--- src/dmc_params.svh ---
// constants of the dram mode, burst and latency controller
`ifndef DMC_PARAMS_SVH
`define DMC_PARAMS_SVH
// Overview of operation
// - wait loop lock time before reads, termination
// - keep clock enable high during lock
// - burst type bit: sequential or interleaved
// - length field picks chop, eight or fly
// - length codes: eight, fly, chop, reserved
// - fixed chop pulls write timing two clocks
// - write recovery at least rounded-up minimum
// - read-to-precharge at least rounded-up minimum
// - loop off: nominal termination forced off
// - loop off: write termination cleared
// - additive latency zero on sixteen-bit part

// apb register offsets
`define DMC_OFS_CTRL 8'h00
`define DMC_OFS_MODE0 8'h04
`define DMC_OFS_MODE1 8'h08
`define DMC_OFS_ADDR 8'h0C
`define DMC_OFS_STAT 8'h10
`define DMC_PAGE_WDAT 4'h2
`define DMC_PAGE_RDAT 4'h3
// control register fields
`define DMC_C_OP 2:0
`define DMC_C_GO 3
`define DMC_C_DLLRST 4
// mode0 register fields
`define DMC_M0_BL 1:0
`define DMC_M0_BT 2
`define DMC_M0_WRCODE 5:3
`define DMC_M0_CL 10:6
`define DMC_M0_CLCODE 14:11
`define DMC_M0_WR 19:15
`define DMC_M0_RTP 24:20
// mode1 register fields
`define DMC_M1_DLLEN 0
`define DMC_M1_RTTNOM 3:1
`define DMC_M1_AL 5:4
`define DMC_M1_RTTWR 8:6
`define DMC_M1_CRC 9
`define DMC_M1_CWLCODE 12:10
`define DMC_M1_CWL 17:13
`define DMC_M1_ODT 18
`define DMC_M1_RST 32'h00000001
// address register fields
`define DMC_AD_COL 9:0
`define DMC_AD_CHOP 11
`define DMC_AD_BA 13:12
`define DMC_AD_BG 14
`define DMC_AD_ROW 31:18
// status register fields
`define DMC_ST_ERR 4
// mode register bits on the address pins
`define DMC_A_BL 1:0
`define DMC_A_CL0 2
`define DMC_A_BT 3
`define DMC_A_CL 6:4
`define DMC_A_DLLRST 8
`define DMC_A_WR 11:9
`define DMC_A_DLLEN 0
`define DMC_A_AL 4:3
`define DMC_A_RTTNOM 10:8
`define DMC_A_CWL 5:3
`define DMC_A_RTTWR 11:9
`define DMC_A_CRC 12
`define DMC_A_CHOP 12
// {cs_n, ras_n, cas_n, we_n}
`define DMC_CMD_MRS 4'h0
`define DMC_CMD_SRE 4'h1
`define DMC_CMD_ACT 4'h3
`define DMC_CMD_WR 4'h4
`define DMC_CMD_RD 4'h5
`define DMC_CMD_DES 4'hF
// burst length codes
`define DMC_BL_8 2'h0
`define DMC_BL_OTF 2'h1
`define DMC_BL_BC4 2'h2
`define DMC_BL_RSV 2'h3
`define DMC_BEATS_8 4'h8
`define DMC_BEATS_4 4'h4
`define DMC_CHOP_PULL 16'h0002
// timing
`define DMC_CORE_NS 8
`define DMC_HALF_DIV 4
`define DMC_TCK_NS (2 * `DMC_HALF_DIV * `DMC_CORE_NS)
`define DMC_TWR_NS 15
`define DMC_READ_TO_PRECHARGE_TIME_NS 8
`define DMC_WR_MIN ((`DMC_TWR_NS + `DMC_TCK_NS - 1) / `DMC_TCK_NS)
`define DMC_RTP_MIN ((`DMC_READ_TO_PRECHARGE_TIME_NS + `DMC_TCK_NS - 1) / `DMC_TCK_NS)
`define DMC_TMOD_CK 16'h0018
`define DMC_TRCD_CK 16'h0004
`endif

--- src/dmc_pkg.sv ---
// types of the dram mode, burst and latency controller
package dmc_pkg;
    typedef enum logic [2:0] {
        ST_IDLE = 3'b000,
        ST_CMD = 3'b001,
        ST_LAT = 3'b010,
        ST_BURST = 3'b011,
        ST_REC = 3'b100,
        ST_LOCK = 3'b101
    } dmc_state_t;
    typedef enum logic [2:0] {
        OP_MRS0 = 3'b000,
        OP_MRS1 = 3'b001,
        OP_MRS2 = 3'b010,
        OP_ACT = 3'b011,
        OP_RD = 3'b100,
        OP_WR = 3'b101,
        OP_SRE = 3'b110,
        OP_SRX = 3'b111
    } dmc_op_t;
    typedef struct packed {
        dmc_state_t state;
        dmc_op_t op;
        logic pend;
        logic dll_rst;
        logic err;
        logic chop;
        logic fchop;
        logic [31:0] m0;
        logic [31:0] m1;
        logic [31:0] addr;
        logic [7:0][15:0] wbuf;
        logic [7:0][15:0] rbuf;
        logic [2:0] div;
        logic [15:0] cnt;
        logic [3:0] beat;
        logic [3:0] nbeat;
        logic [15:0] dq_s1;
        logic [15:0] dq_s2;
        logic ck;
        logic ckn;
        logic cke;
        logic [3:0] cmd;
        logic [1:0] ba;
        logic bg;
        logic [13:0] a;
        logic termination_pin;
        logic [15:0] dq;
        logic dq_oe;
        logic dqs;
        logic dqs_oe;
        logic pready;
        logic [31:0] prdata;
        logic pslverr;
    } dmc_regs_t;
endpackage

--- src/dmc_ctrl.sv ---
// host controller: apb registers, mode programming, bursts and lock wait
`timescale 1ns/1ps
`include "dmc_params.svh"
module dmc_ctrl #(
    parameter int LOCK_CK = 1024
) (
    // clock and reset
    input wire logic core_clk_in,
    input wire logic resetn_in,
    // apb slave
    input wire logic psel_in,
    input wire logic penable_in,
    input wire logic pwrite_in,
    input wire logic [7:0] paddr_in,
    input wire logic [31:0] pwdata_in,
    output logic pready_out,
    output logic [31:0] prdata_out,
    output logic pslverr_out,
    // dram command pins
    output logic ck_out,
    output logic ck_n_out,
    output logic cke_out,
    output logic cs_n_out,
    output logic ras_n_out,
    output logic cas_n_out,
    output logic we_n_out,
    output logic [1:0] ba_out,
    output logic bg_out,
    output logic [13:0] a_out,
    output logic odt_out,
    // dram data pins
    input wire logic [15:0] dq_in,
    output logic [15:0] dq_out,
    output logic dq_oe_out,
    output logic dqs_out,
    output logic dqs_oe_out
);
    dmc_pkg::dmc_regs_t q;
    dmc_pkg::dmc_regs_t next_q;
    logic [2:0] rcol;

    ////////////////////////////////////////////////////////////////////////
    dmc_burst_order u_order (
        .start_in(q.addr[2:0]),
        .interleave_in(q.m0[`DMC_M0_BT]),
        .beat_in(q.beat[2:0]),
        .col_out(rcol)
    );

    ////////////////////////////////////////////////////////////////////////
    always_comb begin
        logic tick;
        logic fall;
        logic rd_ok;
        logic [31:0] rv;
        logic [3:0] wb;
        logic [2:0] wcol;
        logic [15:0] wr_eff;
        logic [15:0] rtp_eff;
        logic [1:0] bl;
        next_q = q;
        tick = (q.div == 3'(`DMC_HALF_DIV - 1));
        fall = tick & q.ck;
        rd_ok = 1'b1;
        rv = 32'h00000000;
        wb = 4'h0;
        wcol = 3'h0;
        bl = q.m0[`DMC_M0_BL];
        wr_eff = 16'(q.m0[`DMC_M0_WR]);
        if (wr_eff < 16'(`DMC_WR_MIN)) begin
            wr_eff = 16'(`DMC_WR_MIN);
        end
        rtp_eff = 16'(q.m0[`DMC_M0_RTP]);
        if (rtp_eff < 16'(`DMC_RTP_MIN)) begin
            rtp_eff = 16'(`DMC_RTP_MIN);
        end
        // link clock divider and input synchroniser
        next_q.div = tick ? 3'h0 : 3'(q.div + 3'h1);
        if (tick) begin
            next_q.ck = ~q.ck;
            next_q.ckn = q.ck;
        end
        next_q.dq_s1 = dq_in;
        next_q.dq_s2 = q.dq_s1;
        // apb: one wait state, write takes effect on the completing edge
        next_q.pready = 1'b0;
        next_q.pslverr = 1'b0;
        if (paddr_in == `DMC_OFS_CTRL) begin
            rv = {27'h0, q.dll_rst, q.pend, q.op};
        end else if (paddr_in == `DMC_OFS_MODE0) begin
            rv = q.m0;
        end else if (paddr_in == `DMC_OFS_MODE1) begin
            rv = q.m1;
        end else if (paddr_in == `DMC_OFS_ADDR) begin
            rv = q.addr;
        end else if (paddr_in == `DMC_OFS_STAT) begin
            rv = {25'h0, q.dll_rst, q.cke, q.err, q.pend, q.state};
        end else if (paddr_in[7:4] == `DMC_PAGE_WDAT) begin
            rv = {q.wbuf[{paddr_in[3:2], 1'b1}], q.wbuf[{paddr_in[3:2], 1'b0}]};
        end else if (paddr_in[7:4] == `DMC_PAGE_RDAT) begin
            rv = {q.rbuf[{paddr_in[3:2], 1'b1}], q.rbuf[{paddr_in[3:2], 1'b0}]};
        end else begin
            rd_ok = 1'b0;
        end
        if (psel_in && penable_in && !q.pready) begin
            next_q.pready = 1'b1;
            next_q.prdata = pwrite_in ? 32'h00000000 : rv;
            next_q.pslverr = ~rd_ok;
        end
        if (psel_in && penable_in && q.pready && pwrite_in) begin
            if (paddr_in == `DMC_OFS_CTRL) begin
                if (pwdata_in[`DMC_C_GO] && !q.pend) begin
                    next_q.pend = 1'b1;
                    next_q.op = dmc_pkg::dmc_op_t'(pwdata_in[`DMC_C_OP]);
                    next_q.dll_rst = pwdata_in[`DMC_C_DLLRST];
                end else if (pwdata_in[`DMC_C_GO]) begin
                    next_q.err = 1'b1;
                end
            end else if (paddr_in == `DMC_OFS_MODE0) begin
                next_q.m0 = pwdata_in;
            end else if (paddr_in == `DMC_OFS_MODE1) begin
                next_q.m1 = pwdata_in;
            end else if (paddr_in == `DMC_OFS_ADDR) begin
                next_q.addr = pwdata_in;
            end else if (paddr_in == `DMC_OFS_STAT) begin
                if (pwdata_in[`DMC_ST_ERR]) begin
                    next_q.err = 1'b0;
                end
            end else if (paddr_in[7:4] == `DMC_PAGE_WDAT) begin
                next_q.wbuf[{paddr_in[3:2], 1'b0}] = pwdata_in[15:0];
                next_q.wbuf[{paddr_in[3:2], 1'b1}] = pwdata_in[31:16];
            end
        end
        // command sequencer, paced by link clock ticks
        case (q.state)
            dmc_pkg::ST_IDLE: begin
                if (q.pend && fall) begin
                    next_q.pend = 1'b0;
                    next_q.beat = 4'h0;
                    next_q.fchop = (bl == `DMC_BL_BC4);
                    next_q.chop = (bl == `DMC_BL_BC4) ||
                        ((bl == `DMC_BL_OTF) && q.addr[`DMC_AD_CHOP]);
                    next_q.nbeat = next_q.chop ? `DMC_BEATS_4 : `DMC_BEATS_8;
                    next_q.a = 14'h0000;
                    next_q.ba = 2'h0;
                    next_q.bg = 1'b0;
                    next_q.state = dmc_pkg::ST_CMD;
                    case (q.op)
                        dmc_pkg::OP_MRS0: begin
                            next_q.cmd = `DMC_CMD_MRS;
                            next_q.a[`DMC_A_BL] = bl;
                            next_q.a[`DMC_A_BT] = q.m0[`DMC_M0_BT];
                            next_q.a[`DMC_A_DLLRST] = q.dll_rst;
                            next_q.a[`DMC_A_WR] = q.m0[`DMC_M0_WRCODE];
                            next_q.a[`DMC_A_CL] = q.m0[14:12];
                            next_q.a[`DMC_A_CL0] = q.m0[11];
                            next_q.dll_rst = 1'b0;
                        end
                        dmc_pkg::OP_MRS1: begin
                            next_q.cmd = `DMC_CMD_MRS;
                            next_q.ba = 2'h1;
                            next_q.a[`DMC_A_DLLEN] = q.m1[`DMC_M1_DLLEN];
                            next_q.a[`DMC_A_AL] = 2'h0;
                            if (q.m1[`DMC_M1_DLLEN]) begin
                                next_q.a[`DMC_A_RTTNOM] = q.m1[`DMC_M1_RTTNOM];
                            end
                        end
                        dmc_pkg::OP_MRS2: begin
                            next_q.cmd = `DMC_CMD_MRS;
                            next_q.ba = 2'h2;
                            next_q.a[`DMC_A_CWL] = q.m1[`DMC_M1_CWLCODE];
                            next_q.a[`DMC_A_CRC] = q.m1[`DMC_M1_CRC];
                            if (q.m1[`DMC_M1_DLLEN]) begin
                                next_q.a[`DMC_A_RTTWR] = q.m1[`DMC_M1_RTTWR];
                            end
                        end
                        dmc_pkg::OP_ACT: begin
                            next_q.cmd = `DMC_CMD_ACT;
                            next_q.ba = q.addr[`DMC_AD_BA];
                            next_q.bg = q.addr[`DMC_AD_BG];
                            next_q.a = q.addr[`DMC_AD_ROW];
                        end
                        dmc_pkg::OP_RD, dmc_pkg::OP_WR: begin
                            next_q.cmd = (q.op == dmc_pkg::OP_RD) ? `DMC_CMD_RD : `DMC_CMD_WR;
                            next_q.ba = q.addr[`DMC_AD_BA];
                            next_q.bg = q.addr[`DMC_AD_BG];
                            next_q.a[9:0] = q.addr[`DMC_AD_COL];
                            // the chop select pin is active low
                            next_q.a[`DMC_A_CHOP] = ~q.addr[`DMC_AD_CHOP];
                            if (bl == `DMC_BL_RSV) begin
                                next_q.cmd = `DMC_CMD_DES;
                                next_q.err = 1'b1;
                                next_q.state = dmc_pkg::ST_IDLE;
                            end
                        end
                        dmc_pkg::OP_SRE: begin
                            next_q.cmd = `DMC_CMD_SRE;
                            next_q.cke = 1'b0;
                        end
                        default: begin
                            next_q.cmd = `DMC_CMD_DES;
                            next_q.cke = 1'b1;
                        end
                    endcase
                end
            end
            dmc_pkg::ST_CMD: begin
                if (fall) begin
                    next_q.cmd = `DMC_CMD_DES;
                    next_q.state = dmc_pkg::ST_REC;
                    next_q.cnt = `DMC_TMOD_CK;
                    case (q.op)
                        dmc_pkg::OP_RD: begin
                            next_q.state = dmc_pkg::ST_LAT;
                            next_q.cnt = 16'(q.m0[`DMC_M0_CL]);
                        end
                        dmc_pkg::OP_WR: begin
                            next_q.state = dmc_pkg::ST_LAT;
                            next_q.cnt = 16'(q.m1[`DMC_M1_CWL]);
                        end
                        dmc_pkg::OP_ACT: begin
                            next_q.cnt = `DMC_TRCD_CK;
                        end
                        dmc_pkg::OP_SRE: begin
                            next_q.state = dmc_pkg::ST_IDLE;
                        end
                        dmc_pkg::OP_SRX: begin
                            next_q.state = dmc_pkg::ST_LOCK;
                            next_q.cnt = 16'(LOCK_CK);
                        end
                        default: begin
                            if (q.a[`DMC_A_DLLRST] && q.op == dmc_pkg::OP_MRS0) begin
                                next_q.state = dmc_pkg::ST_LOCK;
                                next_q.cnt = 16'(LOCK_CK);
                            end
                        end
                    endcase
                end
            end
            dmc_pkg::ST_LAT: begin
                if (fall) begin
                    if (q.cnt <= 16'h0001) begin
                        next_q.state = dmc_pkg::ST_BURST;
                        if (q.op == dmc_pkg::OP_WR) begin
                            wcol = q.chop ? {q.addr[2], 2'h0} : 3'h0;
                            next_q.dq = q.wbuf[wcol];
                            next_q.dq_oe = 1'b1;
                            next_q.dqs_oe = 1'b1;
                            next_q.dqs = 1'b1;
                        end
                    end else begin
                        next_q.cnt = 16'(q.cnt - 16'h0001);
                    end
                end
            end
            dmc_pkg::ST_BURST: begin
                if (tick) begin
                    wb = 4'(q.beat + 4'h1);
                    next_q.beat = wb;
                    if (q.op == dmc_pkg::OP_RD) begin
                        next_q.rbuf[rcol] = q.dq_s2;
                    end else begin
                        wcol = q.chop ? {q.addr[2], wb[1:0]} : wb[2:0];
                        next_q.dq = q.wbuf[wcol];
                        next_q.dqs = ~q.dqs;
                    end
                    if (wb == q.nbeat) begin
                        next_q.state = dmc_pkg::ST_REC;
                        next_q.dq_oe = 1'b0;
                        next_q.dqs_oe = 1'b0;
                        next_q.dqs = 1'b0;
                        next_q.cnt = rtp_eff;
                        if (q.op == dmc_pkg::OP_WR) begin
                            next_q.cnt = wr_eff;
                            if (q.fchop) begin
                                next_q.cnt = (wr_eff > `DMC_CHOP_PULL) ?
                                    16'(wr_eff - `DMC_CHOP_PULL) : 16'h0001;
                            end
                        end
                    end
                end
            end
            default: begin
                if (fall) begin
                    if (q.cnt <= 16'h0001) begin
                        next_q.state = dmc_pkg::ST_IDLE;
                    end else begin
                        next_q.cnt = 16'(q.cnt - 16'h0001);
                    end
                end
            end
        endcase
        if (next_q.state == dmc_pkg::ST_LOCK) begin
            next_q.cke = 1'b1;
        end
        next_q.termination_pin = q.m1[`DMC_M1_ODT] && q.m1[`DMC_M1_DLLEN] &&
            (next_q.state != dmc_pkg::ST_LOCK) && (q.state != dmc_pkg::ST_LOCK);
    end

    ////////////////////////////////////////////////////////////////////////
    always_ff @(posedge core_clk_in or negedge resetn_in) begin
        if (!resetn_in) begin
            q <= '0;
            q.m1 <= `DMC_M1_RST;
            q.cke <= 1'b1;
            q.ckn <= 1'b1;
            q.cmd <= `DMC_CMD_DES;
        end else begin
            q <= next_q;
        end
    end

    assign pready_out = q.pready;
    assign prdata_out = q.prdata;
    assign pslverr_out = q.pslverr;
    assign ck_out = q.ck;
    assign ck_n_out = q.ckn;
    assign cke_out = q.cke;
    assign {cs_n_out, ras_n_out, cas_n_out, we_n_out} = q.cmd;
    assign ba_out = q.ba;
    assign bg_out = q.bg;
    assign a_out = q.a;
    assign odt_out = q.termination_pin;
    assign dq_out = q.dq;
    assign dq_oe_out = q.dq_oe;
    assign dqs_out = q.dqs;
    assign dqs_oe_out = q.dqs_oe;
endmodule // dmc_ctrl

--- src/dmc_burst_order.sv ---
// column index of a read beat for sequential or interleaved bursts
`timescale 1ns/1ps
module dmc_burst_order (
    // burst start and beat
    input wire logic [2:0] start_in,
    input wire logic interleave_in,
    input wire logic [2:0] beat_in,
    // column of this beat
    output logic [2:0] col_out
);
    always_comb begin
        if (interleave_in) begin
            col_out = start_in ^ beat_in;
        end else begin
            col_out = {start_in[2] ^ beat_in[2], 2'(start_in[1:0] + beat_in[1:0])};
        end
    end
endmodule // dmc_burst_order

--- config.mk ---
export PLATFORM = sky130hd
export DESIGN_NAME = dmc_ctrl
export DESIGN_NICKNAME = d
export VERILOG_FILES = /design/src/dmc_pkg.sv /design/src/dmc_ctrl.sv /design/src/dmc_burst_order.sv
export VERILOG_INCLUDE_DIRS = /design/src
export SDC_FILE = /design/constraint.sdc
export NUM_CORES = 1
export LEC_CHECK = 0
export BUFFER_PORTS_ARGS = -buffer_cell sky130_fd_sc_hd__buf_2
export CORE_MARGIN = 4
export CORE_UTILIZATION = 30
export DETAILED_ROUTE_END_ITERATION = 12
export PLACE_DENSITY = 0.53
export SLEW_MARGIN = 20
export SYNTH_ARGS = -nofsm -noshare
export SYNTH_HDL_FRONTEND = slang
export SYNTH_SLANG_ARGS = --single-unit
--- constraint.sdc ---
create_clock -name core_clk_in -period 3.8 [get_ports core_clk_in]
set_input_delay 0.38 -clock core_clk_in [delete_from_list [all_inputs] [get_ports core_clk_in]]
set_output_delay 0.38 -clock core_clk_in [all_outputs]
set_load 0.005 [all_outputs]
==> flow_summary_export.csv <==
group,metric,value,unit
timing,tightestPinTransition,1.06,ns
placement,gp_congestion,0.920,
logic_synthesis,synthMuxAreaShare,22.6,%
critical_path,worstPathArrival,3.49,ns
global_routing,grt_remaining_overflow,0,
timing,finalCriticalPeriod,2.99,ns
timing,setup_tns,0,ns
logic_synthesis,synthAdderAreaFrac,0.303,%
floorplan,die_h,295,um
routing,topRoutingLayerUsed,"met5",
global_routing,grt_start_max_net_pins,112,
floorplan,fp.dieW,295,um
clocking,cts.sinks,496,
finish,multi_input_area,11200,sq um
floorplan,io_pins,139,
worst_hold_path,hold_path_startpoint,"pwdata_in[25]",
critical_path,worst_r2r_path_depth,7,
run_status,status,"complete, no violations",
timing,clock_skew,0.0217,ns
critical_path,crit_type,"reg2reg",
routing,via_per_inst,5.71,
global_routing,antenna_found_initial,13,
routing,route.met2.wl,39.8,mm
placement,io_buffers,138,
global_routing,grt_pass1_wl,128,mm
critical_path,r2r_start,"q[114]",
worst_hold_path,hold-path-cell-count,2,
worst_hold_path,holdPathEnd,"q[290]",
routing,drtAntennaViolNets,0,
logic_synthesis,yosysMostFrequentCell,"dfrtp_1",
power,p_per_area,409,nW/um^2
logic_synthesis,syn-num-nets,2152,
logic_synthesis,synth_top_cells_by_count,"dfrtp_1, mux2_2, nand2_1",
finish,layout-drive-gt1-share,34.7,%
global_routing,track_usage,19.5,%
clocking,clockBufferDepth,3,
routing,wl,86.7,mm
timing,maxSlewHeadroom,27.8,%
critical_path,end_kind,"register",
finish,fillerInstances,8080,
clocking,postCtsSetupRepairBufs,0,
critical_path,crit_fanout,27,
critical_path,cp_top_family,"XOR/XNOR gates",
logic_synthesis,yosys_most_used_dff,"dfrtp_1",
timing,drv_slew,0,
critical_path,rr_endpoint,"dq_out[12]",
finish,seqCellArea,12400,sq um
logic_synthesis,synth_simple_gate_area_share,8.10,%
timing,hold_violations,0,
finish,final_nets,2197,
timing,rsz0062_at_grt,"no",
critical_path,worst-path-buf-inv,1,
routing,wire_per_inst,26.7,um
floorplan,dieArea,87300,sq um
logic_synthesis,ys_seq_area_share,50.1,%
logic_synthesis,synth_largest_area_cell,"dfrtp_1",
placement,dp_hpwl,60.1,mm
logic_synthesis,ys_ff_latch,496,
logic_synthesis,synthCells,2085,
placement,place_ws,0.911,ns
routing,wl_met3,6.48,mm
floorplan,core,82000,sq um
critical_path,crit_required,4.31,ns
critical_path,cp-start-kind,"register",
timing,min_period_over_period,78.6,%
logic_synthesis,syn_area_per_cell,11.9,sq um
logic_synthesis,async_flop_share,100,%
routing,first_iter_violations,1873,
critical_path,path_cells,"ha_1 -> xor2_4 -> buf_12 -> o211ai_1 -> nand3_1 -> a41oi_1 -> o31ai_1",
critical_path,crit_path_top_delay_cell,"xor2_4",
critical_path,r2r_setup_slack,0.81,ns
routing,drt_pass1_iterations,5,
logic_synthesis,synth_area,24800,sq um
logic_synthesis,synth_compound_area_share,13.5,%
logic_synthesis,synth_edf_count,0,
clocking,cts_buffers,56,
routing,via_count,18552,
clocking,cts_tree,"done",
global_routing,grt_pass1_vias,18483,
worst_hold_path,hold_path_class,"in2reg",
timing,finalWorstSetupSlack,0.813,ns
critical_path,max_stage_delay,0.80,ns
clocking,insertion_delay,0.62,ns
logic_synthesis,ys_warn_count,0,
clocking,clkTransAtPathRegs,0.06,ns
floorplan,initial_core_util,30.2,%
finish,syn2layout_area_growth,15.0,%
timing,fmax,0.335,GHz
power,p_leak,13.1,nW
logic_synthesis,yosys.area.top_type_share,49.4,%
logic_synthesis,yosysUniqueCellTypes,76,
logic_synthesis,synthXorXnorAreaFrac,0.374,%
routing,drcViolationCount,0,
clocking,cts_htree_levels,2,
logic_synthesis,netlist_top_cells_area,"dfrtp_1, mux2_2, mux4_2",
logic_synthesis,synth_top_family_by_area,"multiplexers",
timing,setup_violations,0,
flow_run,maxCapViolCount,0,
clocking,cts_root_buffer,"clkbuf_16",
floorplan,num_rows,105,
power,ir_drop,0.328,mV
routing,met1Wirelength,36.8,mm
[metrics by stage]
stage	area, sq um	utilization, %	hold WS, ns	cells	power, mW
3_5_place_dp	26400	32.2	0.335	3125	5.93
6_report	28500	34.8	0.146	3248	11.6
4_1_cts	28500	34.8	0.110	3246	11.8
2_1_floorplan	24800	-	0.0844	2085	5.62
3_3_place_gp	26400	32.2	0.334	3125	5.92
5_1_grt	28500	34.8	0.116	3246	12.0
[metal layers]
layer	vias up	track usage (%)
met4	18	7.00
met5	-	0
met2	796	30.6
li1	7889	-
met3	158	4.06
met1	9691	26.9
[power by group]
part	leakage [nW]	total (mW)	switching (mW)	internal, mW
clock network	0.962	5.80	2.33	3.48
logic	5.32	0.468	0.330	0.137
registers	6.81	5.38	0.0495	5.33
total	13.1	11.6	2.71	8.94
[what timing repair did]
item | 4_1_cts | 5_1_grt
gates resized for setup | 0 | 0
hold buffers | 17 | 0
hold endpoints to repair | 118 | 0
[worst register-to-register path: cells and delay by family (launching register included)]
family | cells | cell delay, ns
compound gates | 3 | 0.54
xor+xnor | 1 | 0.81
fa+ha+maj | 1 | 0.46
buf+inv | 1 | 0.30
flops | 1 | 0.52
simple gates | 1 | 0.25
[state kept, by name, summed over array words and instances, names as in the netlist, 2 cells and up]
| signal | count |
|---|---|
| next_q | 16 |
| prdata_out | 32 |
| ba_out | 2 |
| q | 403 |
| a_out | 14 |
| dq_out | 16 |
[cell usage in the layout (no fill, tap or decap), drive strengths merged, types with 34 or more instances in the layout]
cell and n:
o211ai 130, nand3 78, mux2 356, clkbuf 74
o22ai 34, buf 207, nor2 52, a21oi 53
o21ai 60, nand2 158, dfrtp 489, mux4 64
o31ai 53
[final cells by class]
cell class / count / share of cell area [%]
Sequential cell: 496 / 43.6
Multi-Input combinational cell: 1335 / 39.3
Clock buffer: 74 / 5.40
Timing Repair Buffer: 224 / 5.33
Tap cell: 1070 / 4.70
Clock inverter: 30 / 1.49
Inverter: 17 / 0.224
Antenna cell: 2 / 0.0176
[worst max path at each step]
stage               startpoint  slack [ns]  cells after the start    endpoint
floorplan               q[114]        1.44                      7      q[159]
finish                  q[114]        0.81                      7  dq_out[12]
detailed placement      q[114]        0.91                      7  dq_out[12]
global route            q[114]        0.70                      7  dq_out[12]
global placement        q[114]        1.01                      7  dq_out[12]
CTS                     q[114]        0.89                      7  dq_out[12]
[cells by family (layout without fill, tap and decap cells)]
logic type               Yosys count  after routing
other                              0              2
AND/OR/NAND/NOR                  413            413
adder cells (fa/ha/maj)            6              6
flip-flops                       496            496
multiplexers                     431            431
AO/OA/AOI/OAI                    476            476
buffers and inverters            254            345
XOR/XNOR                           9              9
No activity file was read; power rests on OpenSTA's default activity.
